## src/verilog/timer_consts.svh

```systemverilog
`ifndef TIMER_CONSTS_SVH
`define TIMER_CONSTS_SVH
`define ADDR_FLAGS 5'h0c
`define ADDR_COUNT_LO 5'h0e
`define ADDR_COUNT_HI 5'h0f
`define ADDR_CONTROL 5'h10
`define ADDR_COMPARE_LO 5'h15
`define ADDR_COMPARE_HI 5'h16
`define ADDR_COMPARE_CTL 5'h17
`define BIT_ON 0
`define BIT_CLKSEL 1
`define BIT_SYNCBYP 2
`define BIT_OSCEN 3
`define BIT_PS_LO 4
`define BIT_PS_HI 5
`define BIT_OVF 0
`define CONTROL_RESET 8'h00
`define CONTROL_MASK 8'h3f
`define FLAGS_MASK 8'h01
`define COMPARE_CTL_MASK 8'h0f
`define TRIGGER_MODE 4'hb
`define COUNT_POWERUP 16'h0000
`endif

```

## src/verilog/timer_pkg.sv

```systemverilog
package timer_pkg;
   typedef logic [7:0] byte_t;
   typedef logic [15:0] count_t;
endpackage : timer_pkg

```

## src/verilog/sixteen_bit_timer_counter.sv

```systemverilog
// Overview of operation
// - Bypass bit only blocks the trigger clear; external edges still pass the synchronisers and ON gating
// - Unsynchronised mode keeps counting, overflow sets flag
// - Unsynchronised mode gives no compare time base
// - Count reads are always coherent values
// - Oscillator enable drives crystal amplifier output
// - Compare trigger mode 1011 clears count
// - Trigger clear never sets overflow flag
// - Trigger clear only in synchronised modes
// - Count byte write beats simultaneous trigger clear for that byte; the other byte still clears
// - Compare pair acts as period register
// - Count bytes untouched by any reset
// - Control resets to zero on power reset
// - Count held as two byte registers
// - Count byte write clears the prescaler
`timescale 1ns/1ps
`include "timer_consts.svh"
module sixteen_bit_timer_counter (
   input wire logic sys_clk,
   input wire logic rst,
   input wire logic powerOnReset,
   input wire logic [4:0] addr,
   input wire timer_pkg::byte_t writeData,
   input wire logic writeStrobe,
   input wire logic readStrobe,
   output timer_pkg::byte_t readData,
   input wire logic externalCountInput,
   input wire logic crystalInputPin,
   output logic crystalOutputPin,
   input wire logic instrClockTick,
   output logic counterOverflowFlag,
   output logic compareMatch
);
   import timer_pkg::*;

   localparam int NUM_PINS = 2;
   localparam int PIN_EXT = 0;
   localparam int PIN_XTAL = 1;
   localparam int NUM_BYTES = 2;

   byte_t counterControl;
   byte_t next_control;
   byte_t countByte [NUM_BYTES];
   byte_t compareByte [NUM_BYTES];
   logic [3:0] compareModeField;
   logic [2:0] prescaleCount;
   logic [2:0] next_prescale;
   logic [2:0] prescaleLimit;
   logic [NUM_PINS-1:0] pinRaw;
   logic [NUM_PINS-1:0] pinSync;
   logic [NUM_PINS-1:0] pinRise;
   logic counterOn;
   logic clockSelect;
   logic syncBypass;
   logic oscEnable;
   logic asyncMode;
   logic sourceEdge;
   logic prescaleWrap;
   logic prescaleTick;
   logic controlWrite;
   logic flagsWrite;
   logic compareCtlWrite;
   logic [NUM_BYTES-1:0] byteWrite;
   logic [NUM_BYTES-1:0] compareWrite;
   logic countWrite;
   logic modeIsTrigger;
   logic countAtCompare;
   logic trigger;
   logic rollover;
   logic next_flag;
   count_t wideCounter;
   count_t comparePair;
   count_t next_count;
   byte_t next_readData;

   function automatic logic hit(input logic [4:0] a, input logic [4:0] target);
      hit = a == target;
   endfunction : hit

   // Source events per count tick minus one, for each prescale code
   function automatic logic [2:0] limit_of(input logic [1:0] code);
      unique case (code)
         2'b00: limit_of = 3'h0;
         2'b01: limit_of = 3'h1;
         2'b10: limit_of = 3'h3;
         2'b11: limit_of = 3'h7;
      endcase
   endfunction : limit_of

   assign controlWrite = writeStrobe && hit(addr, `ADDR_CONTROL);
   assign flagsWrite = writeStrobe && hit(addr, `ADDR_FLAGS);
   assign compareCtlWrite = writeStrobe && hit(addr, `ADDR_COMPARE_CTL);
   assign byteWrite[0] = writeStrobe && hit(addr, `ADDR_COUNT_LO);
   assign byteWrite[1] = writeStrobe && hit(addr, `ADDR_COUNT_HI);
   assign compareWrite[0] = writeStrobe && hit(addr, `ADDR_COMPARE_LO);
   assign compareWrite[1] = writeStrobe && hit(addr, `ADDR_COMPARE_HI);
   assign countWrite = |byteWrite;

   assign counterOn = counterControl[`BIT_ON];
   assign clockSelect = counterControl[`BIT_CLKSEL];
   assign syncBypass = counterControl[`BIT_SYNCBYP];
   assign oscEnable = counterControl[`BIT_OSCEN];
   assign asyncMode = clockSelect && syncBypass;

   assign pinRaw[PIN_EXT] = externalCountInput;
   assign pinRaw[PIN_XTAL] = crystalInputPin;

   // Each pin passes two flip-flops before its edge detector reads it
   for (genvar p = 0; p < NUM_PINS; p++) begin : g_pin
      logic meta;
      logic sync;
      logic last;

      always_ff @(posedge sys_clk) begin
         meta <= pinRaw[p];
         sync <= meta;
         last <= sync;
      end

      assign pinSync[p] = sync;
      assign pinRise[p] = sync && !last;
   end

   // Instruction clock tick when clock select is clear; else oscillator path when enabled, otherwise the external input pin
   always_comb begin
      if (!clockSelect) begin
         sourceEdge = instrClockTick;
      end else if (oscEnable) begin
         sourceEdge = pinRise[PIN_XTAL];
      end else begin
         sourceEdge = pinRise[PIN_EXT];
      end
   end

   assign prescaleLimit = limit_of(counterControl[`BIT_PS_HI:`BIT_PS_LO]);
   assign prescaleWrap = prescaleCount >= prescaleLimit;
   assign prescaleTick = counterOn && sourceEdge && prescaleWrap;

   always_comb begin
      next_prescale = prescaleCount;
      if (countWrite) begin
         next_prescale = 3'h0;
      end else if (counterOn && sourceEdge) begin
         if (prescaleWrap) begin
            next_prescale = 3'h0;
         end else begin
            next_prescale = prescaleCount + 3'h1;
         end
      end
   end

   always_ff @(posedge sys_clk) begin
      if (rst) begin
         prescaleCount <= 3'h0;
      end else begin
         prescaleCount <= next_prescale;
      end
   end

   assign wideCounter = {countByte[1], countByte[0]};
   assign comparePair = {compareByte[1], compareByte[0]};

   // Compare match drives the clear only in synchronised modes
   assign modeIsTrigger = compareModeField == `TRIGGER_MODE;
   assign countAtCompare = wideCounter == comparePair;
   assign trigger = modeIsTrigger && countAtCompare && !asyncMode;

   // A trigger clear or a count write is never an overflow
   assign rollover = prescaleTick && (wideCounter == 16'hffff)
      && !trigger && !countWrite;

   always_comb begin
      next_count = wideCounter;
      if (prescaleTick) begin
         next_count = wideCounter + 16'h0001;
      end
      if (trigger) begin
         next_count = `COUNT_POWERUP;
      end
   end

   // Count bytes have no reset term; a write overrides the trigger
   for (genvar b = 0; b < NUM_BYTES; b++) begin : g_count
      always_ff @(posedge sys_clk) begin
         if (byteWrite[b]) begin
            countByte[b] <= writeData;
         end else begin
            countByte[b] <= next_count[8*b +: 8];
         end
      end
   end

   for (genvar c = 0; c < NUM_BYTES; c++) begin : g_compare
      always_ff @(posedge sys_clk) begin
         if (rst) begin
            compareByte[c] <= 8'h00;
         end else if (compareWrite[c]) begin
            compareByte[c] <= writeData;
         end
      end
   end

   always_ff @(posedge sys_clk) begin
      if (rst) begin
         compareModeField <= 4'h0;
      end else if (compareCtlWrite) begin
         compareModeField <= writeData[3:0];
      end
   end

   always_comb begin
      next_control = counterControl;
      if (controlWrite) begin
         next_control = writeData & `CONTROL_MASK;
      end
   end

   // Only a power reset clears control; the general reset leaves it
   always_ff @(posedge sys_clk) begin
      if (powerOnReset) begin
         counterControl <= `CONTROL_RESET;
      end else begin
         counterControl <= next_control;
      end
   end

   // Overflow set wins over a software clear in the same cycle
   always_comb begin
      next_flag = counterOverflowFlag;
      if (rollover) begin
         next_flag = 1'b1;
      end else if (flagsWrite) begin
         next_flag = writeData[`BIT_OVF];
      end
   end

   always_ff @(posedge sys_clk) begin
      if (rst) begin
         counterOverflowFlag <= 1'b0;
      end else begin
         counterOverflowFlag <= next_flag;
      end
   end

   always_ff @(posedge sys_clk) begin
      if (rst) begin
         compareMatch <= 1'b0;
      end else begin
         compareMatch <= trigger;
      end
   end

   always_ff @(posedge sys_clk) begin
      if (rst) begin
         crystalOutputPin <= 1'b0;
      end else begin
         crystalOutputPin <= oscEnable && !pinSync[PIN_XTAL];
      end
   end

   // Count bytes live in this domain, so a read is always coherent
   always_comb begin
      next_readData = 8'h00;
      if (readStrobe) begin
         unique case (addr)
            `ADDR_FLAGS: next_readData = {7'h00, counterOverflowFlag};
            `ADDR_COUNT_LO: next_readData = countByte[0];
            `ADDR_COUNT_HI: next_readData = countByte[1];
            `ADDR_CONTROL: next_readData = counterControl;
            `ADDR_COMPARE_LO: next_readData = compareByte[0];
            `ADDR_COMPARE_HI: next_readData = compareByte[1];
            `ADDR_COMPARE_CTL: next_readData = {4'h0, compareModeField};
            default: next_readData = 8'h00;
         endcase
      end
   end

   always_ff @(posedge sys_clk) begin
      if (rst) begin
         readData <= 8'h00;
      end else begin
         readData <= next_readData;
      end
   end

endmodule : sixteen_bit_timer_counter

```

## config.mk

```make
export PLATFORM = sky130hd
export DESIGN_NAME = sixteen_bit_timer_counter
export DESIGN_NICKNAME = d
export VERILOG_FILES = /design/src/verilog/timer_pkg.sv /design/src/verilog/sixteen_bit_timer_counter.sv
export VERILOG_INCLUDE_DIRS = /design/src /design/src/verilog
export SDC_FILE = /design/constraint.sdc
export NUM_CORES = 1
export LEC_CHECK = 0
export BUFFER_PORTS_ARGS = -buffer_cell sky130_fd_sc_hd__buf_2
export CAP_MARGIN = 25
export CORE_MARGIN = 5
export CORE_UTILIZATION = 53
export CTS_CLUSTER_SIZE = 16
export DETAILED_ROUTE_END_ITERATION = 8
export GPL_ROUTABILITY_DRIVEN = 0
export PLACE_DENSITY = 0.77
export SETUP_SLACK_MARGIN = 0.5
export SLEW_MARGIN = 20
export SYNTH_ARGS = -nofsm -noshare
export SYNTH_HDL_FRONTEND = slang
export SYNTH_SLANG_ARGS = --single-unit
```

## constraint.sdc

```tcl
create_clock -name sys_clk -period 2.2 [get_ports sys_clk]
set_input_delay 0.44 -clock sys_clk [delete_from_list [all_inputs] [get_ports sys_clk]]
set_output_delay 0.44 -clock sys_clk [all_outputs]
set_load 0.02 [all_outputs]
```

=== Word-level counts from Yosys, hierarchy flattened ===
Memories as Yosys holds them, arrays and structs flattened.
Cells that the tools add are included.

* Bits of input ports: 21
* Memories kept: 2
* Bits in writable memories: 32
* Flip-flop bits (word level): 30
* Output and inout bits: 11
* Logic and storage cells: 92

* $add $sub $neg: 2
* Multiplexer cells: 27
* Reduce and logical (&&, ||, !) cells: 29
* Equality and inequality tests: 13
* $lt $le $gt $ge: 1
* Bitwise gates (word level): 5

{| class="wikitable"
|+ Memories
! memory !! words !! width !! read ports !! clocked after Yosys merged registers in !! wr ports !! RTL line !! text
|-
| compareByte || 2 || 8 || 2 || 0 || 2 || sixteen_bit_timer_counter.sv:44 || <nowiki>byte_t compareByte [NUM_BYTES];</nowiki>
|-
| countByte || 2 || 8 || 2 || 0 || 2 || sixteen_bit_timer_counter.sv:43 || <nowiki>byte_t countByte [NUM_BYTES];</nowiki>
|}

{| class="wikitable"
|+ Operators with widths
! kind !! number
|-
| $pmux W8 S7 || 1
|-
| $mux W16 || 2
|-
| $mux W8 || 4
|-
| $eq A5 B5 Y1 const B || 4
|-
| $logic_and A1 B1 Y1 || 18
|-
| $mux W1 || 18
|-
| $add A16 B1 Y16 const B || 1
|-
| $eq A16 B16 Y1 || 1
|-
| $eq A16 B16 Y1 const B || 1
|-
| $eq A5 B4 Y1 const B || 3
|-
| $pmux W3 S4 || 1
|-
| $logic_not A1 Y1 || 6
|-
| $eq A2 B2 Y1 const B || 2
|-
| $eq A4 B4 Y1 const B || 1
|-
| $or A1 B1 Y1 || 4
|-
| $reduce_or A2 Y1 || 2
|-
| $add A3 B1 Y3 const B || 1
|-
| $ge A3 B3 Y1 || 1
|-
| $mux W3 || 1
|-
| $reduce_or A3 Y1 || 1
|-
| $eq A2 B1 Y1 const B || 1
|-
| $logic_not A2 Y1 || 1
|-
| $reduce_bool A2 Y1 || 1
|-
| $not A1 Y1 || 1
|}

=== Depth between registers and ports, before layout ===
Gate-level depths: netlist of run 1.

* Depth in word-level cells: 10
* Mapped depth: 7
* Mapped depth without buffers: 6

=== Worst setup path after synthesis of run 1 ===
No wires, ideal clock.

* Kind: register to register
* Start: memory countByte[0][3] (netlist name)
* End: memory countByte[0][0] (netlist name) (enable)
* Setup slack: 0.047 ns
* Buffers on the path: 2
* Required time: 1.872 ns
* Arrival: 1.824 ns
* Clock period less this slack: 2.153 ns
* Stages on the path, launching flop included: 8
* Cells stage by stage: edfxtp_1 > buf_6 > xor2_1 > nor4_1 > nand3_1 > a2111oi_4 > buf_6 > or3_1

{| class="wikitable"
|+ RTL lines
! what !! RTL line
|-
| from (decl) || sixteen_bit_timer_counter.sv:43
|}

==> out/results.ini, run 1 <==
[critical_path]
reg2reg_depth = 6
crit_type = register to register
cp.required_ns = 2.25
crit_fanout = 8
r2r_start = countByte[0][5]$_DFFE_PP_
crit_start = countByte[0][5]$_DFFE_PP_
slowest_delay_ns = 0.42
worst_path_max_delay_cell = edfxtp_1
startpoint_type = register
arrival_ns = 2.23
worstPathCellList = xor2_1 > nor4_1 > nand3_1 > a2111oi_4 > clkbuf_16 > or3_4
worstSetupEndpointType = register
regToRegSetupSlack_ns = 0.02
r2r_end = countByte[1][6]$_DFFE_PP_

[global_routing]
overflow = 0
track_usage = 0.2467
grt_max_degree = 21
grt_pass1_wl_mm = 13.91
grt_pass1_vias = 2663
grt_antenna_before_repair = 0

[cts]
cts_max_path_buffers = 2
tritoncts = built
clk_pin_slew_ns = 0.08
htreeDepth = 3
clk_latency_ns = 0.35
cts.sinks = 62
root_buffer = clkbuf_8
cts_buffers = 9
ctsHoldBuffers = 0

[logic_synthesis]
ys_seq_area_frac = 0.4896
async_reset_ff_frac = 0
synth_top_area_frac = 0.3013
synthTopCellsByArea = edfxtp_1, dfxtp_1, xor2_1
synth.avg_cell_area_um2 = 10.29
synth_ff_type = edfxtp_1
yosysTopAreaCell = edfxtp_1
yosysWarnings = 0
synth_cell_types = 46
synth_edf_count = 32
synth_nets = 336
synth_area_mm2 = 0.003189
ys_ff_latch = 62
synthesis.instances = 310

[place]
dp_cells = 427
place_ws_ns = 0.01643
dp_hpwl_mm = 6.228
io_buffers = 31

[power_and_ir_drop]
p_leak_nw = 1.507
powerDensity_mw_per_mm2 = 671.1
power.total_w = 0.002712
ir_drop_uv = 488.0

[cells_and_area]
finish.utilization = 0.6867
final_common_cell = nand2_1
drive_gt1_frac = 0.2926
syn_to_final_growth_pct = 26.72
nNetsFinal = 397
antennaDiodeCount = 0
fin_cells = 451
layout_common_cells = nand2_1, edfxtp_1, buf_2
nFillCells = 445

[route]
viasPerCell = 6.133
ant_nets = 0
wl_per_cell_um = 20.42
first_pass_iters = 6
finalWirelength_mm = 9.211
drt_iter0_drc = 339
drc_errors = 0
num_vias = 2766

[die]
num_rows = 28
coreArea_mm2 = 0.005886
start_util = 0.5419
die-area_mm2 = 0.007669
die_w_um = 87.57
die_y_um = 87.57
ios = 32

[timing]
tightest_slew_ns = 0.4007
drv_slew = 0
rsz0062_at_grt = yes
finalHoldViolations = 0
setup_slack_ns = 0.02109
min_period_ns = 2.179
fin_skew_ns = 0.01177
period_share = 0.9904
fmax_ghz = 0.4589
finalSetupViolations = 0
slew_headroom = 0.7329

[min_path]
hold_end = g_pin[1].meta$_DFF_P_
min_from = crystalInputPin
hold_depth = 1
min_path_type = input port to register

[run]
cap_violations = 0

[outcome]
outcome = finished clean

## cell usage after synthesis, types with 5 or more instances
cell type,n
nand2_1,33
edfxtp_1,32
dfxtp_1,30
a22oi_1,19
xor2_1,19
and2_1,16
nor2_1,16
o31ai_1,16
nand3_1,14
xnor2_1,13
a21oi_1,11
mux2i_1,8
inv_1,7
nor3_1,7
a31oi_1,6
clkbuf_1,6
ha_1,5
## cell families after synthesis
| kind of cell | synth area share |
|---|---|
| xor+xnor | 0.08788 |
| fa+ha+maj | 0.01962 |
| compound gates | 0.1459 |
| flops | 0.4896 |
| buf+inv | 0.03570 |
| mux | 0.02511 |
| simple gates | 0.1962 |
## state kept, by name, indices dropped and copies added, names as in the netlist
name                 cells
compareByte             16
countByte               16
readData                 8
counterControl           6
compareModeField         4
prescaleCount            3
g_pin.last               2
g_pin.meta               2
g_pin.sync               2
compareMatch             1
counterOverflowFlag      1
crystalOutputPin         1
## layout make-up
cell class,instances,area (um^2),share of cell area
flip-flops and latches,62,1563,0.3867
well taps,75,93.84,0.02322
inverters,7,26.28,0.006502
multi-input cells,227,1648,0.4077
clock buffers,11,162.7,0.04025
repair buffers,64,445.4,0.1102
clock inverters,5,102.6,0.02539
## worst max path at each step
stage | end | slack [ns] | cells past startpoint
floorplan | countByte[1][0]$_DFFE_PP_ | 0.30 | 6
global placement | countByte[1][6]$_DFFE_PP_ | 0.03 | 6
detailed placement | countByte[1][6]$_DFFE_PP_ | 0.02 | 6
CTS | countByte[1][0]$_DFFE_PP_ | 0.1 | 6
global route | countByte[0][4]$_DFFE_PP_ | -0.03 | 6
finish | countByte[1][6]$_DFFE_PP_ | 0.02 | 6
## repair_timing
item	in CTS	in global routing
gates cloned	0	2
pin swaps	1	2
buffers inserted	0	6
setup endpoints to repair	34	37
gates resized for setup	3	16
## metal layers
metal  vias to the layer above  wire [um]  track usage
met4                         0        340       0.1437
met1                      1304       3558       0.3121
met2                       168       4548       0.3986
met5                         -          0            0
li1                       1257          -            -
met3                        37        762      0.04045
## critical path, delay by kind of cell, from the launching register on
kind | cells | cell delay [ns]
buffers and inverters | 1 | 0.23
flip-flops | 1 | 0.42
XOR/XNOR | 1 | 0.17
AND/OR/NAND/NOR | 3 | 0.73
AO/OA/AOI/OAI | 1 | 0.32
## power by group
| part | leakage, nW | total, W | internal, W | switching [W] |
|---|---|---|---|---|
| sequential | 0.541 | 0.00126 | 0.00124 | 0.0000209 |
| clock | 0.131 | 0.00131 | 0.000850 | 0.000459 |
| combinational | 0.835 | 0.000143 | 0.0000542 | 0.0000891 |
## stage by stage
step | hold WS [ns] | setup TNS (ns) | cell area, um^2
floorplan | 0.3096 | 0 | 3228
global placement | 0.3115 | 0 | 3590
detailed placement | 0.3146 | 0 | 3590
CTS | 0.1810 | 0 | 3870
global route | 0.1875 | -0.5578 | 4041
finish | 0.1935 | 0 | 4041
Note: power is estimated with default switching activity, not from simulation.
==> run 2, diff against run 1 <==
--- a/config.mk
+++ b/config.mk
@@ -8,12 +8,14 @@
 export LEC_CHECK = 0
 export BUFFER_PORTS_ARGS = -buffer_cell sky130_fd_sc_hd__buf_2
 export CAP_MARGIN = 25
+export CELL_PAD_IN_SITES_DETAIL_PLACEMENT = 1
+export CELL_PAD_IN_SITES_GLOBAL_PLACEMENT = 1
 export CORE_MARGIN = 5
-export CORE_UTILIZATION = 53
+export CORE_UTILIZATION = 46
 export CTS_CLUSTER_SIZE = 16
 export DETAILED_ROUTE_END_ITERATION = 8
 export GPL_ROUTABILITY_DRIVEN = 0
-export PLACE_DENSITY = 0.77
+export PLACE_DENSITY = 0.8
 export SETUP_SLACK_MARGIN = 0.5
 export SLEW_MARGIN = 20
 export SYNTH_ARGS = -nofsm -noshare
==> constraint.sdc (replaced) <==
create_clock -name sys_clk -period 2.5 [get_ports sys_clk]
set_input_delay 0.5 -clock sys_clk [delete_from_list [all_inputs] [get_ports sys_clk]]
set_output_delay 0.5 -clock sys_clk [all_outputs]
set_load 0.02 [all_outputs]
==> run 2 against run 1 <==
  * Register-to-register slack gained 0.28 ns
  * Worst hold slack improved by 0.055 ns
  * Critical path depth is 1 higher
  * Global-route usage is 0.30 points lower
  * First-iteration DRC count is 36% lower
  * Sequential share of layout area increased by 2.0 points
  * Core utilization shrank 12 points
  * Highest routed layer unchanged
  * Cell count increased by 0.67%
  * Largest cell class unchanged
==> out/results.ini, run 2 (same netlist as run 1, synthesis figures left out) <==
[global_routing]
grt_pass1_wl_mm = 15.61  ; +12%
grt_antenna_before_repair = 0  ; unchanged
grt_pass1_vias = 2836  ; +6.5%
overflow = 0  ; unchanged
grt_max_degree = 18  ; -14%
track_usage = 0.2437  ; -0.003009

[timing]
fin_skew_ns = 0.01517  ; +0.003396 ns
tightest_slew_ns = 0.5526  ; +0.1519 ns
rsz0062_at_grt = yes
period_share = 0.8815  ; -0.1089
slew_headroom = 0.6302  ; -0.1027
fin_setup_tns_ns = 0  ; unchanged
finalHoldViolations = 0  ; unchanged
min_period_ns = 2.204  ; +0.02496 ns
holdWs_ns = 0.2488  ; +0.05530 ns
drv_slew = 0  ; unchanged
finalSetupViolations = 0  ; unchanged
fmax_ghz = 0.4537  ; -1.1%

[cells_and_area]
antennaDiodeCount = 0  ; unchanged
final_cell_area_mm2 = 0.003841  ; -5.0%
multi_input_area_mm2 = 0.001567  ; -4.9%
register_area_mm2 = 0.001563  ; unchanged
top_regs = compareByte x16, countByte x16, readData x8
nNetsFinal = 395  ; -0.50%
syn_to_final_growth_pct = 20.44
nFillCells = 758  ; +70%
drive_gt1_frac = 0.2513  ; -0.04122
fin_cells = 454  ; +0.67%
layout_common_cells = nand2_1, edfxtp_1, buf_2
final_common_cell = nand2_1

[critical_path]
crit_buf_inv = 2  ; +1
worst_path_max_delay_cell = edfxtp_1
path_depth = 7  ; +1
cp.required_ns = 2.60  ; +0.35 ns
crit_fanout = 15  ; +7
reg2reg_depth = 7  ; +1
arrival_ns = 2.30  ; +0.07 ns
crit_type = register to register
startpoint_type = register
cp_top_family = simple AND/OR/NAND/NOR gates
worstPathCellList = xor2_2 > nor4_2 > nand3_1 > a2111oi_4 > buf_4 > buf_12 > o31ai_1
worstSetupEndpointType = register
slowest_delay_ns = 0.49  ; +0.07 ns

[route]
finalWirelength_mm = 10.10  ; +9.7%
viasPerCell = 5.974  ; -2.6%
num_vias = 2712  ; -2.0%
drt_iter0_drc = 218  ; -36%
wl_per_cell_um = 22.25  ; +8.9%
drc_errors = 0  ; unchanged
ant_nets = 0  ; unchanged
first_pass_iters = 4  ; -2

[cts]
cts_max_path_buffers = 2  ; unchanged
root_buffer = clkbuf_8
cts_buffers = 9  ; unchanged
htreeDepth = 3  ; unchanged
tritoncts = built
clk_latency_ns = 0.36  ; about the same
clk_pin_slew_ns = 0.07  ; about the same
ctsHoldBuffers = 0  ; unchanged
cts.sinks = 62  ; unchanged

[die]
die_w_um = 93.27  ; +6.5%
start_util = 0.4720  ; -0.06984
num_rows = 30  ; +7.1%
ios = 32  ; unchanged
die_y_um = 93.27  ; +6.5%
die-area_mm2 = 0.008698  ; +13%
coreArea_mm2 = 0.006756  ; +15%

[outcome]
outcome = finished clean

[place]
io_buffers = 31  ; unchanged
dpl_cell_area_mm2 = 0.003517  ; -2.0%
dp_hpwl_mm = 7.061  ; +13%
dp_cells = 427  ; unchanged

[run]
cap_violations = 0  ; unchanged

[power_and_ir_drop]
power.total_w = 0.002067  ; -24%
ir_drop_uv = 302.4  ; -38%
powerDensity_mw_per_mm2 = 538.0  ; -20%
p_leak_nw = 1.422  ; -5.6%

[min_path]
min_path_type = input port to register
hold_depth = 1  ; unchanged

## run 2: through the flow
stage	utilization	setup slack [ns]
2_1_floorplan	-	0.5432
3_3_place_gp	0.5206	0.08177
3_5_place_dp	0.5206	0.05556
4_1_cts	0.5569	0.2591
5_1_grt	0.5685	0.2155
6_report	0.5685	0.2961
## run 2: repair_timing
action / in CTS / in global routing
gates resized for setup: 4 / 9
pin swaps: 3 / 7
setup buffers: 6 / 5
endpoints found under the setup margin: 34 / 34
## run 2: layout make-up
class | instances | share of cell area
multi-input combinational | 227 | 0.4078
sequential | 62 | 0.4068
timing repair buffer | 62 | 0.1052
clock buffer | 15 | 0.04593
tap | 80 | 0.02606
inverter | 7 | 0.006840
clock inverter | 1 | 0.001303
## run 2: worst paths after layout
kind	startpoint	endpoint	slack (ns)
max	countByte[0][4]$_DFFE_PP_	countByte[0][7]$_DFFE_PP_	0.30
min	crystalInputPin	g_pin[1].meta$_DFF_P_	0.25
max reg2reg	countByte[0][4]$_DFFE_PP_	countByte[0][7]$_DFFE_PP_	0.30
min reg2reg	g_pin[1].meta$_DFF_P_	g_pin[1].sync$_DFF_P_	0.33
## run 2: power by group
group | switching [W] | leakage [nW] | internal, W
logic | 0.0000778 | 0.787 | 0.0000453
registers | 0.0000178 | 0.541 | 0.00109
clock network | 0.000394 | 0.0937 | 0.000441
## run 2: layer usage
| metal | global-route usage | part of all wire | up-vias |
|---|---|---|---|
| met5 | 0 | 0 | - |
| met4 | 0.1270 | 0.041 | 0 |
| met3 | 0.06919 | 0.069 | 38 |
| met2 | 0.3961 | 0.48 | 105 |
| met1 | 0.2919 | 0.41 | 1322 |
| li1 | - | - | 1247 |
==> run 3, diff against run 2 <==
==> constraint.sdc (replaced) <==
create_clock -name sys_clk -period 2.5 [get_ports sys_clk]
set_input_delay 0.25 -clock sys_clk [delete_from_list [all_inputs] [get_ports sys_clk]]
set_output_delay 0.25 -clock sys_clk [all_outputs]
set_load 0.02 [all_outputs]
==> run 3 against run 2 <==
  * Flip-flop and latch count did not move
  * Critical path depth down 1
  * Total power up 6.4%
  * Clock power up 15%
  * Maximum frequency up 6.9%
  * Largest cell class unchanged
  * Count of clock-buffer cells in the layout decreased by 5
  * Wire length rose by 0.40%
  * Worst setup slack better by 0.14 ns
  * Sequential power about the same
  * First-iteration DRC count fell by 19%
==> out/results.ini, run 3 (same netlist as run 1, synthesis figures left out) <==
[die]
die_y_um = 93.27  ; unchanged
die-area_mm2 = 0.008698  ; unchanged
coreArea_mm2 = 0.006756  ; unchanged
start_util = 0.4720  ; unchanged
num_rows = 30  ; unchanged
ios = 32  ; unchanged
die_w_um = 93.27  ; unchanged

[cells_and_area]
syn_to_final_growth_pct = 23.07
layout_common_cells = nand2_1, edfxtp_1, buf_2
multi_input_area_mm2 = 0.001580  ; +0.88%
nNetsFinal = 399  ; +1.0%
antennaDiodeCount = 0  ; unchanged
drive_gt1_frac = 0.2672  ; +0.01586
final_cell_area_mm2 = 0.003925  ; +2.2%
top_regs = compareByte x16, countByte x16, readData x8
register_area_mm2 = 0.001569  ; +0.40%
nFillCells = 760  ; +0.26%

[route]
first_pass_iters = 4  ; unchanged
ant_nets = 0  ; unchanged
drc_errors = 0  ; unchanged
finalWirelength_mm = 10.14  ; +0.40%
viasPerCell = 6.050  ; +1.3%
num_vias = 2771  ; +2.2%
drt_iter0_drc = 176  ; -19%
met3_length_um = 614  ; -12%
wl_per_cell_um = 22.14  ; -0.48%
wl_met2_mm = 4.996  ; +2.2%
wl_met1_mm = 4.216  ; +2.9%
dr.max_layer_used = met4

[timing]
period_share = 0.8243  ; -0.05723
holdWs_ns = 0.1449  ; -0.1039 ns
finalHoldViolations = 0  ; unchanged
tightest_slew_ns = 0.7018  ; +0.1492 ns
setup_slack_ns = 0.4392  ; +0.1431 ns
rsz0062_at_grt = yes
fmax_ghz = 0.4852  ; +6.9%
finalSetupViolations = 0  ; unchanged
fin_setup_tns_ns = 0  ; unchanged
drv_slew = 0  ; unchanged
slew_headroom = 0.5304  ; -0.09982
fin_skew_ns = 0.005187  ; -0.009980 ns
min_period_ns = 2.061  ; -0.1431 ns

[power_and_ir_drop]
powerDensity_mw_per_mm2 = 560.5  ; +4.2%
power.total_w = 0.002200  ; +6.4%
p_leak_nw = 1.463  ; +2.8%
ir_drop_uv = 342.0  ; +13%

[global_routing]
grt_antenna_before_repair = 0  ; unchanged
grt_max_degree = 18  ; unchanged
grt_pass1_vias = 2874  ; +1.3%
overflow = 0  ; unchanged
track_usage = 0.2452  ; +0.001447
grt_pass1_wl_mm = 15.86  ; +1.6%

[min_path]
min_path_type = input port to register

[critical_path]
cp.required_ns = 2.56  ; -0.04 ns
crit_buf_inv = 1  ; -1
worstPathCellList = xor2_1 > nor4_2 > nand3_1 > a2111oi_4 > buf_6 > or3_4
worst_path_max_delay_cell = edfxtp_1
reg2reg_depth = 6  ; -1
slowest_delay_ns = 0.45  ; -0.04 ns
regToRegSetupSlack_ns = 0.44  ; +0.14 ns
r2r_start = countByte[0][4]$_DFFE_PP_
arrival_ns = 2.12  ; -0.18 ns
r2r_end = countByte[1][2]$_DFFE_PP_
path_depth = 6  ; -1
crit_start = countByte[0][4]$_DFFE_PP_
cp_top_family = simple AND/OR/NAND/NOR gates
critical_path.endpoint = countByte[1][2]$_DFFE_PP_
startpoint_type = register
worstSetupEndpointType = register
crit_type = register to register
crit_fanout = 8  ; -7

[cts]
root_buffer = clkbuf_8
cts.sinks = 62  ; unchanged
clk_pin_slew_ns = 0.07  ; about the same
tritoncts = built
clk_latency_ns = 0.35  ; about the same
cts_max_path_buffers = 2  ; unchanged
cts_buffers = 9  ; unchanged
htreeDepth = 3  ; unchanged

[run]
cap_violations = 0  ; unchanged

[outcome]
outcome = finished clean

[place]
io_buffers = 31  ; unchanged
dpl_cell_area_mm2 = 0.003502  ; -0.43%
dp_hpwl_mm = 7.123  ; +0.88%
place_ws_ns = 0.08391  ; +0.02835 ns

## run 3: cell count changes in the layout (fill, tap and decap cells not counted), sizes merged
cell	previous run	this run
clkbuf	15	10
buf	62	64
clkinv	1	3
dlygate4sd3	0	2
inv	7	9
bufinv	0	1
## run 3: metrics by stage
step,utilization,std cells
4_1_cts,0.5700,453
2_1_floorplan,-,310
3_3_place_gp,0.5183,425
3_5_place_dp,0.5183,425
5_1_grt,0.5809,458
6_report,0.5809,458
## run 3: cell type report
cell class	count	area share
multi-input combinational	227	0.4026
sequential	62	0.3997
clock buffer	10	0.03793
tap	80	0.02550
clock inverter	6	0.01690
inverter	7	0.006694
timing repair buffer	66	0.1106
## run 3: worst min-delay path by stage
stage                     startpoint                        endpoint  slack (ns)  depth (start not counted)
5_1_grt                 powerOnReset  counterControl[2]$_SDFFE_PP0P_        0.14                          2
3_3_place_gp   g_pin[1].meta$_DFF_P_           g_pin[1].sync$_DFF_P_        0.31                          0
6_report                powerOnReset  counterControl[1]$_SDFFE_PP0P_        0.14                          2
4_1_cts                 powerOnReset  counterControl[3]$_SDFFE_PP0P_        0.14                          2
3_5_place_dp   g_pin[1].meta$_DFF_P_           g_pin[1].sync$_DFF_P_        0.31                          0
2_1_floorplan     externalCountInput           g_pin[0].meta$_DFF_P_        0.28                          0
## run 3: where the power goes
group          switching, W  leakage, nW  total [W]  internal, W
registers         0.0000184        0.542    0.00111      0.00109
clock network      0.000439        0.110   0.000964     0.000525
logic             0.0000821        0.810   0.000131    0.0000484
## run 3: worst reg2reg max path, cell delays in order, from the launching register on
cell       delay (ns)
edfxtp_1         0.45
xor2_1           0.19
nor4_2           0.37
nand3_1          0.18
a2111oi_4        0.23
buf_6            0.17
or3_4            0.19
## run 3: routing by layer
layer,vias to the layer above,GRT usage
li1,1257,-
met1,1381,0.3079
met2,109,0.4056
met3,24,0.04183
met4,0,0.1209
met5,-,0
## run 3: timing repair
action / CTS / global route
hold endpoints to repair: 2 / 0
pin swaps: 10 / 10
gates resized for setup: 11 / 6
buffers inserted: 10 / 5
setup endpoints to repair: 34 / 33
hold buffers: 2 / 0
